**config.mk**
```make
export PLATFORM = sky130hd
export DESIGN_NAME = adc_top
export DESIGN_NICKNAME = d
export VERILOG_FILES = /design/src/adc_pkg.sv /design/src/adc_rate_meas.sv /design/src/adc_top.sv
export VERILOG_INCLUDE_DIRS = /design/src /design/src/src
export SDC_FILE = /design/constraint.sdc
export NUM_CORES = 1
export LEC_CHECK = 0
export BUFFER_PORTS_ARGS = -buffer_cell sky130_fd_sc_hd__buf_2
export CAP_MARGIN = 25
export CORE_ASPECT_RATIO = 1.75
export CORE_UTILIZATION = 61
export DETAILED_ROUTE_END_ITERATION = 7
export PLACE_DENSITY = 0.87
export RECOVER_POWER = 100
export SYNTH_ARGS = -nofsm -noshare
export SYNTH_HDL_FRONTEND = slang
export SYNTH_HIERARCHICAL = 1
export SYNTH_SLANG_ARGS = --single-unit
export TNS_END_PERCENT = 30
```
**constraint.sdc**
```tcl
create_clock -name clk -period 6 [get_ports clk]
set_input_delay 1.8 -clock clk [delete_from_list [all_inputs] [get_ports clk]]
set_output_delay 1.8 -clock clk [all_outputs]
set_load 0.005 [all_outputs]
```
**src/adc_regs.svh**
```systemverilog
// Register offsets, field positions, reset values and timing counts
`ifndef ADC_REGS_SVH
`define ADC_REGS_SVH
`define ADC_CLK_HZ          250000000
`define ADC_FINE_STEP_MS    2
`define ADC_COARSE_STEP_MS  32
`define ADC_FINE_SHIFT      1
`define ADC_COARSE_SHIFT    5
`define ADC_STEP_MAX        15
`define ADC_FIXED_MAX_MS    510
`define ADC_TRACK_MAX       10'h3FF
`define ADC_LOCK_PPM        400
`define ADC_NEAR_PCT        4
`define ADC_RATE_48_HZ      48000
`define ADC_RATE_44_HZ      44100
`define ADC_RATE_32_HZ      32000
`define ADC_RATE_WIN        16
`define ADC_TRACK_US_CODE   29
`define ADC_OFS_PEND_FINE   6'h00
`define ADC_OFS_PEND_COARSE 6'h04
`define ADC_OFS_APPLY       6'h08
`define ADC_OFS_CONFIG      6'h0C
`define ADC_OFS_STATUS      6'h10
`define ADC_OFS_TOTAL       6'h14
`define ADC_OFS_TRACK       6'h18
`define ADC_OFS_RATE        6'h1C
`define ADC_OFS_IRQ_ST      6'h20
`define ADC_OFS_IRQ_MASK    6'h24
`define ADC_APPLY_GO_BIT    0
`define ADC_APPLY_REL_BIT   1
`define ADC_CFG_TRACK_BIT   0
`define ADC_CFG_RESET       1'h1
`define ADC_IRQ_APPLY_BIT   0
`define ADC_IRQ_ALARM_BIT   1
`define ADC_IRQ_RATE_BIT    2
`define ADC_IRQ_TRACK_BIT   3
`define ADC_IRQ_MASK_RESET  4'h0
`define ADC_ST_OVR_BIT      8
`define ADC_ST_REMOK_BIT    9
`define ADC_ST_TRACK_BIT    10
`define ADC_ST_LOCK_BIT     11
`define ADC_ST_ALARM_BIT    12
`define ADC_ST_PEND_LSB     16
`endif

```
**src/adc_pkg.sv**
```systemverilog
// Shared types and arithmetic for the delay setting control
package adc_pkg;
    `include "adc_regs.svh"

    typedef enum logic [1:0] {
        ADC_RATE_48K     = 2'h0,
        ADC_RATE_44K1    = 2'h1,
        ADC_RATE_32K     = 2'h2,
        ADC_RATE_INVALID = 2'h3
    } adc_rate_t;

    typedef enum logic [2:0] {
        ADC_ERR_OK      = 3'h0,
        ADC_ERR_RANGE   = 3'h1,
        ADC_ERR_NEAR_48 = 3'h2,
        ADC_ERR_NEAR_44 = 3'h3,
        ADC_ERR_NEAR_32 = 3'h4
    } adc_err_t;

    // Nearest step, clamped to the top position
    function automatic logic [3:0] adc_round_step(input logic [15:0] ms, input int unsigned sh);
        logic [16:0] s;
        s = (17'(ms) + (17'h1 << (sh - 1))) >> sh;
        return (s > 17'(`ADC_STEP_MAX)) ? 4'(`ADC_STEP_MAX) : s[3:0];
    endfunction

    function automatic logic [19:0] adc_fixed_us(input logic [3:0] coarse, input logic [3:0] fine);
        return 20'(coarse) * 20'(`ADC_COARSE_STEP_MS * 1000)
             + 20'(fine) * 20'(`ADC_FINE_STEP_MS * 1000);
    endfunction

    function automatic logic adc_in_band(input logic [17:0] cnt, input longint unsigned nom,
                                         input longint unsigned tol);
        return (64'(cnt) + tol >= nom) && (64'(cnt) <= nom + tol);
    endfunction
endpackage

```
**src/adc_rate_meas.sv**
```systemverilog
// Sample rate measurement and error classification
`timescale 1ns/10ps
`default_nettype none
`include "adc_regs.svh"
module adc_rate_meas import adc_pkg::*; #(
    parameter int unsigned WIN = `ADC_RATE_WIN
) (
    input  wire logic      clk,
    input  wire logic      rst,
    input  wire logic      frame_sync,
    output adc_rate_t      rate_code,
    output adc_err_t       err_code,
    output logic           locked
);
    localparam longint unsigned TOT = 64'(`ADC_CLK_HZ) * 64'(WIN);
    localparam longint unsigned N48 = TOT / `ADC_RATE_48_HZ;
    localparam longint unsigned N44 = TOT / `ADC_RATE_44_HZ;
    localparam longint unsigned N32 = TOT / `ADC_RATE_32_HZ;
    localparam longint unsigned TMO = N32 + (N32 * `ADC_NEAR_PCT) / 100 + 1;

    if (WIN < 1 || TMO >= 64'h40000) begin : g_chk
        $error("adc_rate_meas: window does not fit the counter");
    end

    typedef struct packed {
        logic        fs_m;
        logic        fs_s;
        logic        fs_d;
        logic [17:0] cnt;
        logic [7:0]  edges;
        adc_rate_t   rate;
        adc_err_t    err;
        logic        locked;
    } adc_rm_t;

    adc_rm_t q, n;

    always_comb begin
        n = q;
        n.fs_m = frame_sync;
        n.fs_s = q.fs_m;
        n.fs_d = q.fs_s;
        n.cnt = q.cnt + 18'h1;
        if (q.fs_s && !q.fs_d) begin
            n.edges = q.edges + 8'h1;
        end
        // Silent input must not freeze the last good class
        if (64'(q.cnt) >= TMO) begin
            n.cnt = 18'h0;
            n.edges = 8'h0;
            n.rate = ADC_RATE_INVALID;
            n.err = ADC_ERR_RANGE;
            n.locked = 1'b0;
        end else if (q.fs_s && !q.fs_d && q.edges == 8'(WIN - 1)) begin
            n.cnt = 18'h0;
            n.edges = 8'h0;
            n.locked = 1'b0;
            n.rate = ADC_RATE_INVALID;
            n.err = ADC_ERR_RANGE;
            if (adc_in_band(q.cnt, N48, N48 * `ADC_LOCK_PPM / 1000000)) begin
                n.rate = ADC_RATE_48K;
                n.err = ADC_ERR_OK;
                n.locked = 1'b1;
            end else if (adc_in_band(q.cnt, N44, N44 * `ADC_LOCK_PPM / 1000000)) begin
                n.rate = ADC_RATE_44K1;
                n.err = ADC_ERR_OK;
                n.locked = 1'b1;
            end else if (adc_in_band(q.cnt, N32, N32 * `ADC_LOCK_PPM / 1000000)) begin
                n.rate = ADC_RATE_32K;
                n.err = ADC_ERR_OK;
                n.locked = 1'b1;
            end else if (adc_in_band(q.cnt, N48, N48 * `ADC_NEAR_PCT / 100)) begin
                n.rate = ADC_RATE_48K;
                n.err = ADC_ERR_NEAR_48;
            end else if (adc_in_band(q.cnt, N44, N44 * `ADC_NEAR_PCT / 100)) begin
                n.rate = ADC_RATE_44K1;
                n.err = ADC_ERR_NEAR_44;
            end else if (adc_in_band(q.cnt, N32, N32 * `ADC_NEAR_PCT / 100)) begin
                n.rate = ADC_RATE_32K;
                n.err = ADC_ERR_NEAR_32;
            end
        end
    end

    always_ff @(posedge clk) begin
        if (rst) begin
            q <= '{rate: ADC_RATE_INVALID, err: ADC_ERR_RANGE, default: '0};
        end else begin
            q <= n;
        end
    end

    assign rate_code = q.rate;
    assign err_code = q.err;
    assign locked = q.locked;
endmodule
`default_nettype wire

```
**src/adc_top.sv**
```systemverilog
// Delay setting control: selectors, remote staging, totals, status and alarms
//
// The implementer's own choices: the placing of the registers and register access over Avalon-MM.
`timescale 1ns/10ps
`default_nettype none
`include "adc_regs.svh"
module adc_top import adc_pkg::*; #(
    parameter int unsigned TRACK_US_PER_CODE = `ADC_TRACK_US_CODE,
    parameter int unsigned RATE_WIN          = `ADC_RATE_WIN
) (
    input  wire logic        clk,
    input  wire logic        rst,
    input  wire logic [3:0]  coarse_sel,
    input  wire logic [3:0]  fine_sel,
    input  wire logic        remote_lockout_jumper,
    input  wire logic        internal_fault,
    input  wire logic        board_fail,
    input  wire logic        frame_sync,
    input  wire logic [9:0]  tracking_delay_input,
    input  wire logic        tracking_valid,
    input  wire logic [5:0]  address,
    input  wire logic        read,
    input  wire logic        write,
    input  wire logic [3:0]  byteenable,
    input  wire logic [31:0] writedata,
    output logic [31:0]      readdata,
    output logic             waitrequest,
    output logic             irq,
    output logic             alarm,
    output logic             remote_override_flag,
    output logic             tracking_active,
    output logic [19:0]      total_delay_us
);
    // Top code at the largest scale plus 510 ms must still fit twenty bits
    if (TRACK_US_PER_CODE < 1 || TRACK_US_PER_CODE > 524) begin : g_chk
        $error("adc_top: tracking scale overflows the total");
    end

    typedef struct packed {
        logic [7:0]  sel_m;
        logic [7:0]  sel_s;
        logic        jmp_m;
        logic        jmp_s;
        logic [1:0]  flt_m;
        logic [1:0]  flt_s;
        logic [3:0]  pend_fine;
        logic [3:0]  pend_coarse;
        logic [3:0]  rem_fine;
        logic [3:0]  rem_coarse;
        logic        applied;
        logic [3:0]  eff_fine;
        logic [3:0]  eff_coarse;
        logic        track_en;
        logic [9:0]  track_code;
        logic [19:0] track_us;
        logic [19:0] total_us;
        logic        alarm;
        adc_rate_t   prev_rate;
        logic [3:0]  irq_st;
        logic [3:0]  irq_mask;
        logic        irq;
        logic        wait_q;
        logic [31:0] rdata;
    } adc_top_state_t;

    adc_top_state_t q, n;
    adc_rate_t      rate_code;
    adc_err_t       err_code;
    logic           locked;

    adc_rate_meas #(
        .WIN        (RATE_WIN)
    ) u_rate (
        .clk        (clk),
        .rst        (rst),
        .frame_sync (frame_sync),
        .rate_code  (rate_code),
        .err_code   (err_code),
        .locked     (locked)
    );

    function automatic logic [31:0] be_mask(input logic [3:0] be);
        return {{8{be[3]}}, {8{be[2]}}, {8{be[1]}}, {8{be[0]}}};
    endfunction

    logic        remote_ok;
    logic        start;
    logic        take_wr;
    logic [31:0] wd;
    logic [31:0] rd;
    logic [3:0]  ev;
    logic [3:0]  clr;

    always_comb begin
        n = q;
        ev = 4'h0;
        clr = 4'h0;
        rd = 32'h0;
        // Only the second flop feeds logic; the first may be metastable
        n.sel_m = {coarse_sel, fine_sel};
        n.sel_s = q.sel_m;
        n.jmp_m = remote_lockout_jumper;
        n.jmp_s = q.jmp_m;
        n.flt_m = {board_fail, internal_fault};
        n.flt_s = q.flt_m;
        remote_ok = !q.jmp_s;
        // Answer one cycle after the request; the write lands on the accepting edge
        start = (read || write) && q.wait_q;
        take_wr = write && !q.wait_q;
        wd = writedata & be_mask(byteenable);
        n.wait_q = !start;
        unique case (address)
            `ADC_OFS_PEND_FINE:   rd = {28'h0, q.pend_fine};
            `ADC_OFS_PEND_COARSE: rd = {28'h0, q.pend_coarse};
            `ADC_OFS_CONFIG:      rd = {31'h0, q.track_en};
            `ADC_OFS_STATUS: begin
                rd[3:0] = q.eff_fine;
                rd[7:4] = q.eff_coarse;
                rd[`ADC_ST_OVR_BIT] = q.applied;
                rd[`ADC_ST_REMOK_BIT] = remote_ok;
                rd[`ADC_ST_TRACK_BIT] = q.track_en;
                rd[`ADC_ST_LOCK_BIT] = locked;
                rd[`ADC_ST_ALARM_BIT] = q.alarm;
                rd[`ADC_ST_PEND_LSB +: 8] = {q.pend_coarse, q.pend_fine};
            end
            `ADC_OFS_TOTAL:       rd = {12'h0, q.total_us};
            `ADC_OFS_TRACK:       rd = {12'h0, q.track_us};
            `ADC_OFS_RATE:        rd = {27'h0, err_code, rate_code};
            `ADC_OFS_IRQ_ST:      rd = {28'h0, q.irq_st};
            `ADC_OFS_IRQ_MASK:    rd = {28'h0, q.irq_mask};
            default:              rd = 32'h0;
        endcase
        if (start && read) begin
            n.rdata = rd;
        end
        if (take_wr) begin
            unique case (address)
                `ADC_OFS_PEND_FINE: begin
                    if (remote_ok) begin
                        n.pend_fine = adc_round_step(wd[15:0], `ADC_FINE_SHIFT);
                    end
                end
                `ADC_OFS_PEND_COARSE: begin
                    if (remote_ok) begin
                        n.pend_coarse = adc_round_step(wd[15:0], `ADC_COARSE_SHIFT);
                    end
                end
                `ADC_OFS_APPLY: begin
                    if (remote_ok && wd[`ADC_APPLY_GO_BIT]) begin
                        n.rem_fine = q.pend_fine;
                        n.rem_coarse = q.pend_coarse;
                        n.applied = 1'b1;
                        ev[`ADC_IRQ_APPLY_BIT] = 1'b1;
                    end else if (remote_ok && wd[`ADC_APPLY_REL_BIT]) begin
                        n.applied = 1'b0;
                    end
                end
                `ADC_OFS_CONFIG: begin
                    if (byteenable[0]) begin
                        n.track_en = wd[`ADC_CFG_TRACK_BIT];
                    end
                end
                `ADC_OFS_IRQ_ST:   clr = wd[3:0];
                `ADC_OFS_IRQ_MASK: begin
                    if (byteenable[0]) begin
                        n.irq_mask = wd[3:0];
                    end
                end
                default: ;
            endcase
        end
        // Moving the jumper to local-only drops any remote setting
        if (!remote_ok) begin
            n.applied = 1'b0;
        end
        n.eff_fine = n.applied ? n.rem_fine : q.sel_s[3:0];
        n.eff_coarse = n.applied ? n.rem_coarse : q.sel_s[7:4];
        // Tracking code comes from same-clock logic, so no synchroniser
        if (tracking_valid) begin
            n.track_code = tracking_delay_input & `ADC_TRACK_MAX;
            ev[`ADC_IRQ_TRACK_BIT] = 1'b1;
        end
        n.track_us = q.track_en ? 20'(q.track_code) * 20'(TRACK_US_PER_CODE) : 20'h0;
        n.total_us = adc_fixed_us(q.eff_coarse, q.eff_fine) + q.track_us;
        n.alarm = (err_code == ADC_ERR_RANGE) || (|q.flt_s);
        ev[`ADC_IRQ_ALARM_BIT] = n.alarm && !q.alarm;
        // Rate class changes let software follow the rate code without polling
        n.prev_rate = rate_code;
        ev[`ADC_IRQ_RATE_BIT] = rate_code != q.prev_rate;
        // New events beat a same-cycle clear
        n.irq_st = (q.irq_st & ~clr) | ev;
        n.irq = |(n.irq_st & n.irq_mask);
    end

    always_ff @(posedge clk) begin
        if (rst) begin
            q <= '{track_en: `ADC_CFG_RESET, irq_mask: `ADC_IRQ_MASK_RESET,
                   prev_rate: ADC_RATE_INVALID, wait_q: 1'b1, default: '0};
        end else begin
            q <= n;
        end
    end

    assign readdata = q.rdata;
    assign waitrequest = q.wait_q;
    assign irq = q.irq;
    assign alarm = q.alarm;
    assign remote_override_flag = q.applied;
    assign tracking_active = q.track_en;
    assign total_delay_us = q.total_us;
endmodule
`default_nettype wire

```
==> impl_metrics.csv <==
group,metric,value,unit
route,finalWirelength,33.8,mm
cts,numClockSinks,165,
route,via_per_inst,6.31,
grt,grt_overflow_total,0,
die,die-area,0.0209,sq mm
run_status,violations,"capacitance limit, slew limit",
layout,final_common_cell,"dfxtp_1",
die,rows,68,
route,drt.antenna.violating_nets,0,
critical_path,cp.required,6330,ps
logic_synthesis,ys_seq_area_frac,0.267,
power,powerDensity,214,mW/mm^2
timing,finalHoldViolations,0,
route,dr.pass1.iters,6,
placed_design,post-place-ws,960,ps
logic_synthesis,ys_ff_latch,165,
critical_path,cpPeakStageDelay,640,ps
power,ir_worst_vdd,0.000249,V
critical_path,arrival,5470,ps
cts,clkLatencyLatePin,440,ps
layout,num_antenna_cells,0,
logic_synthesis,synthTopCellsByArea,"dfxtp_1 (27%), ha_1 (8.6%), fa_1 (6.0%)",
layout,nets,1670,
grt,grt_use_total,0.333,
timing,rsz0062_at_grt,"false",
timing,slew_violations,103,
cts,clockRootBuffer,"clkbuf_16",
layout,fin_util,0.659,
timing,holdWs,432,ps
route,dr_wl_met3,2.16,mm
route,drtIter0Drc,795,
route,m1WireLength,11.8,mm
timing,finalCriticalPeriod,5140,ps
layout,drive_above_1_share,0.0818,
logic_synthesis,synth_largest_area_cell,"dfxtp_1",
timing,tightest_slew,1960,ps
grt,antenna_found_initial,0,
logic_synthesis,yosys_warnings,6,
cts,cts_tree,"done",
route,routed-via-count,11000,
layout,multi_input_comb_area,0.00796,sq mm
route,top_layer,"met4",
cts,cts_inserted_buffers,17,
timing,fin_setup_tns,0,ps
die,core-area,0.0198,sq mm
layout,ff_latch_area,0.00330,sq mm
placed_design,place_congestion,1.01,
route,wl_met2,17.2,mm
grt,grt_max_degree,103,
critical_path,startpoint_type,"register",
layout,stdcell_count,1737,
critical_path,worstPathCellList,"fa_1, inv_1, fa_1, inv_1, ha_1, a21o_1, a211oi_1, o21ai_0, a21oi_1, xor2_1, fa_1, inv_1, ha_1, nand2_1, a21oi_1, a221oi_1, o21ai_0, and2_0, and4_1",
placed_design,dp_cells,1704,
logic_synthesis,syn_inst,1475,
cts,cts_hold_buffers,0,
timing,fin_skew,13.0,ps
logic_synthesis,synth_top_area_share,0.267,
route,drc,0,
cts,path_clk_slew,70,ps
logic_synthesis,syn_area,0.0124,sq mm
timing,layout_setup_ws,859,ps
logic_synthesis,synth_edf_count,0,
layout,areaGrowthSynthToFinish,5.52,%
die,initial_core_util,0.625,
critical_path,worstPathMaxFanout,7,
logic_synthesis,synth_flop_cell,"dfxtp_1",
min_path,hold_path.class,"reg -> reg",
placed_design,hpwl,25.2,mm
grt,grt_pass1_vias,10600,
grt,grt_pass1_wl,53.3,mm
timing,fmax,195,MHz
cts,post_cts_buffers,0,
layout,mostFrequentLayoutCells,"dfxtp_1 (165), nor2_1 (139), inv_1 (96)",
route,wl_per_cell,19.5,um
cts,cts_buffer_depth,2,
power,p_leak,5.41,nW
logic_synthesis,synth.distinct_cells,96,
critical_path,crit_path_top_delay_cell,"fa_1",
timing,setup_viol,0,
logic_synthesis,syn_avg_cell_area,8.39,sq um
logic_synthesis,ys_async_sr_fraction,0,
die,die_y,190,um
layout,nFillCells,1654,
timing,slew_headroom,-0.309,
critical_path,worstSetupEndpointType,"register",
job,maxCapViolCount,1,
cts,cts_resized,0,
critical_path,crit_type,"reg -> reg",
die,io_pins,126,
run_status,outcome,"finished with violations",
placed_design,io_buffers,99,
die,die_w,110,um
timing,timing.final.crit_share,0.857,
cts,h-tree-depth,4,
[synthesized netlist by cell type, drive strengths merged, types with 40 or more instances]
| library cell | count |
|---|---|
| dfxtp | 165 |
| nor2 | 140 |
| inv | 99 |
| nand2 | 88 |
| ha | 85 |
| buf | 83 |
| a21oi | 77 |
| o21ai | 58 |
| xnor2 | 52 |
| clkbuf | 50 |
| mux2i | 48 |
| nor2b | 46 |
| nand3 | 40 |
[worst paths after layout]
path,from,endpoint,slack [ps],cells past startpoint
setup / recovery,q[101],total_delay_us[19],860,19
hold / removal,n[131],q[131],430,1
setup reg to reg,q[101],total_delay_us[19],860,19
hold reg to reg,n[131],q[131],430,1
[sequential cells by signal, indices dropped and copies added, names as in the netlist]
name                  flops
alarm                     1
irq                       1
n                        11
q                        70
readdata                 24
remote_override_flag      1
total_delay_us           20
tracking_active           1
u_rate/err_code           3
u_rate/locked             1
u_rate/n                  2
u_rate/q                 27
u_rate/rate_code          2
waitrequest               1
[metal layers]
| metal | vias up | GRT usage |
|---|---|---|
| li1 | 5149 | - |
| met1 | 5164 | 0.330 |
| met2 | 500 | 0.590 |
| met3 | 156 | 0.0687 |
| met4 | 0 | 0.261 |
| met5 | - | 0.00765 |
[layout make-up]
cell class / instances / share of cell area
Sequential cell: 165 / 0.253
Tap cell: 245 / 0.0235
Timing Repair Buffer: 111 / 0.0396
Clock buffer: 18 / 0.0336
Inverter: 100 / 0.0287
Multi-Input combinational cell: 1084 / 0.609
Clock inverter: 14 / 0.0126
[per-stage QoR]
stage / area, sq um / power, W
2_1_floorplan: 12400 / 0.00157
4_1_cts: 13100 / 0.00280
3_3_place_gp: 12500 / 0.00166
5_1_grt: 13100 / 0.00291
6_report: 13100 / 0.00280
3_5_place_dp: 12500 / 0.00168
[kinds of logic after synthesis]
| group | after synthesis | share of synthesized area |
|---|---|---|
| compound gates | 310 | 0.170 |
| xor+xnor | 78 | 0.0563 |
| fa+ha+maj | 122 | 0.146 |
| buf+inv | 233 | 0.0909 |
| flops | 165 | 0.267 |
| mux | 54 | 0.0479 |
| other cells | 2 | 0.000607 |
| simple gates | 511 | 0.222 |
[power by group]
group	internal, W	switching (W)	leakage [nW]
Sequential	0.00115	0.0000480	1.35
Combinational	0.000189	0.000278	3.76
Clock	0.000638	0.000495	0.301
Total	0.00197	0.000821	5.41
[worst max-delay path, delay by kind of cell, from the launching register on]
kind                     cells  cell delay, ps
adder cells (fa/ha/maj)      5            2210
buffers and inverters        3             210
flip-flops                   1             400
AO/OA/AOI/OAI                7            1450
AND/OR/NAND/NOR              3             490
XOR/XNOR                     1             240
(Power assumes the default switching activity.)
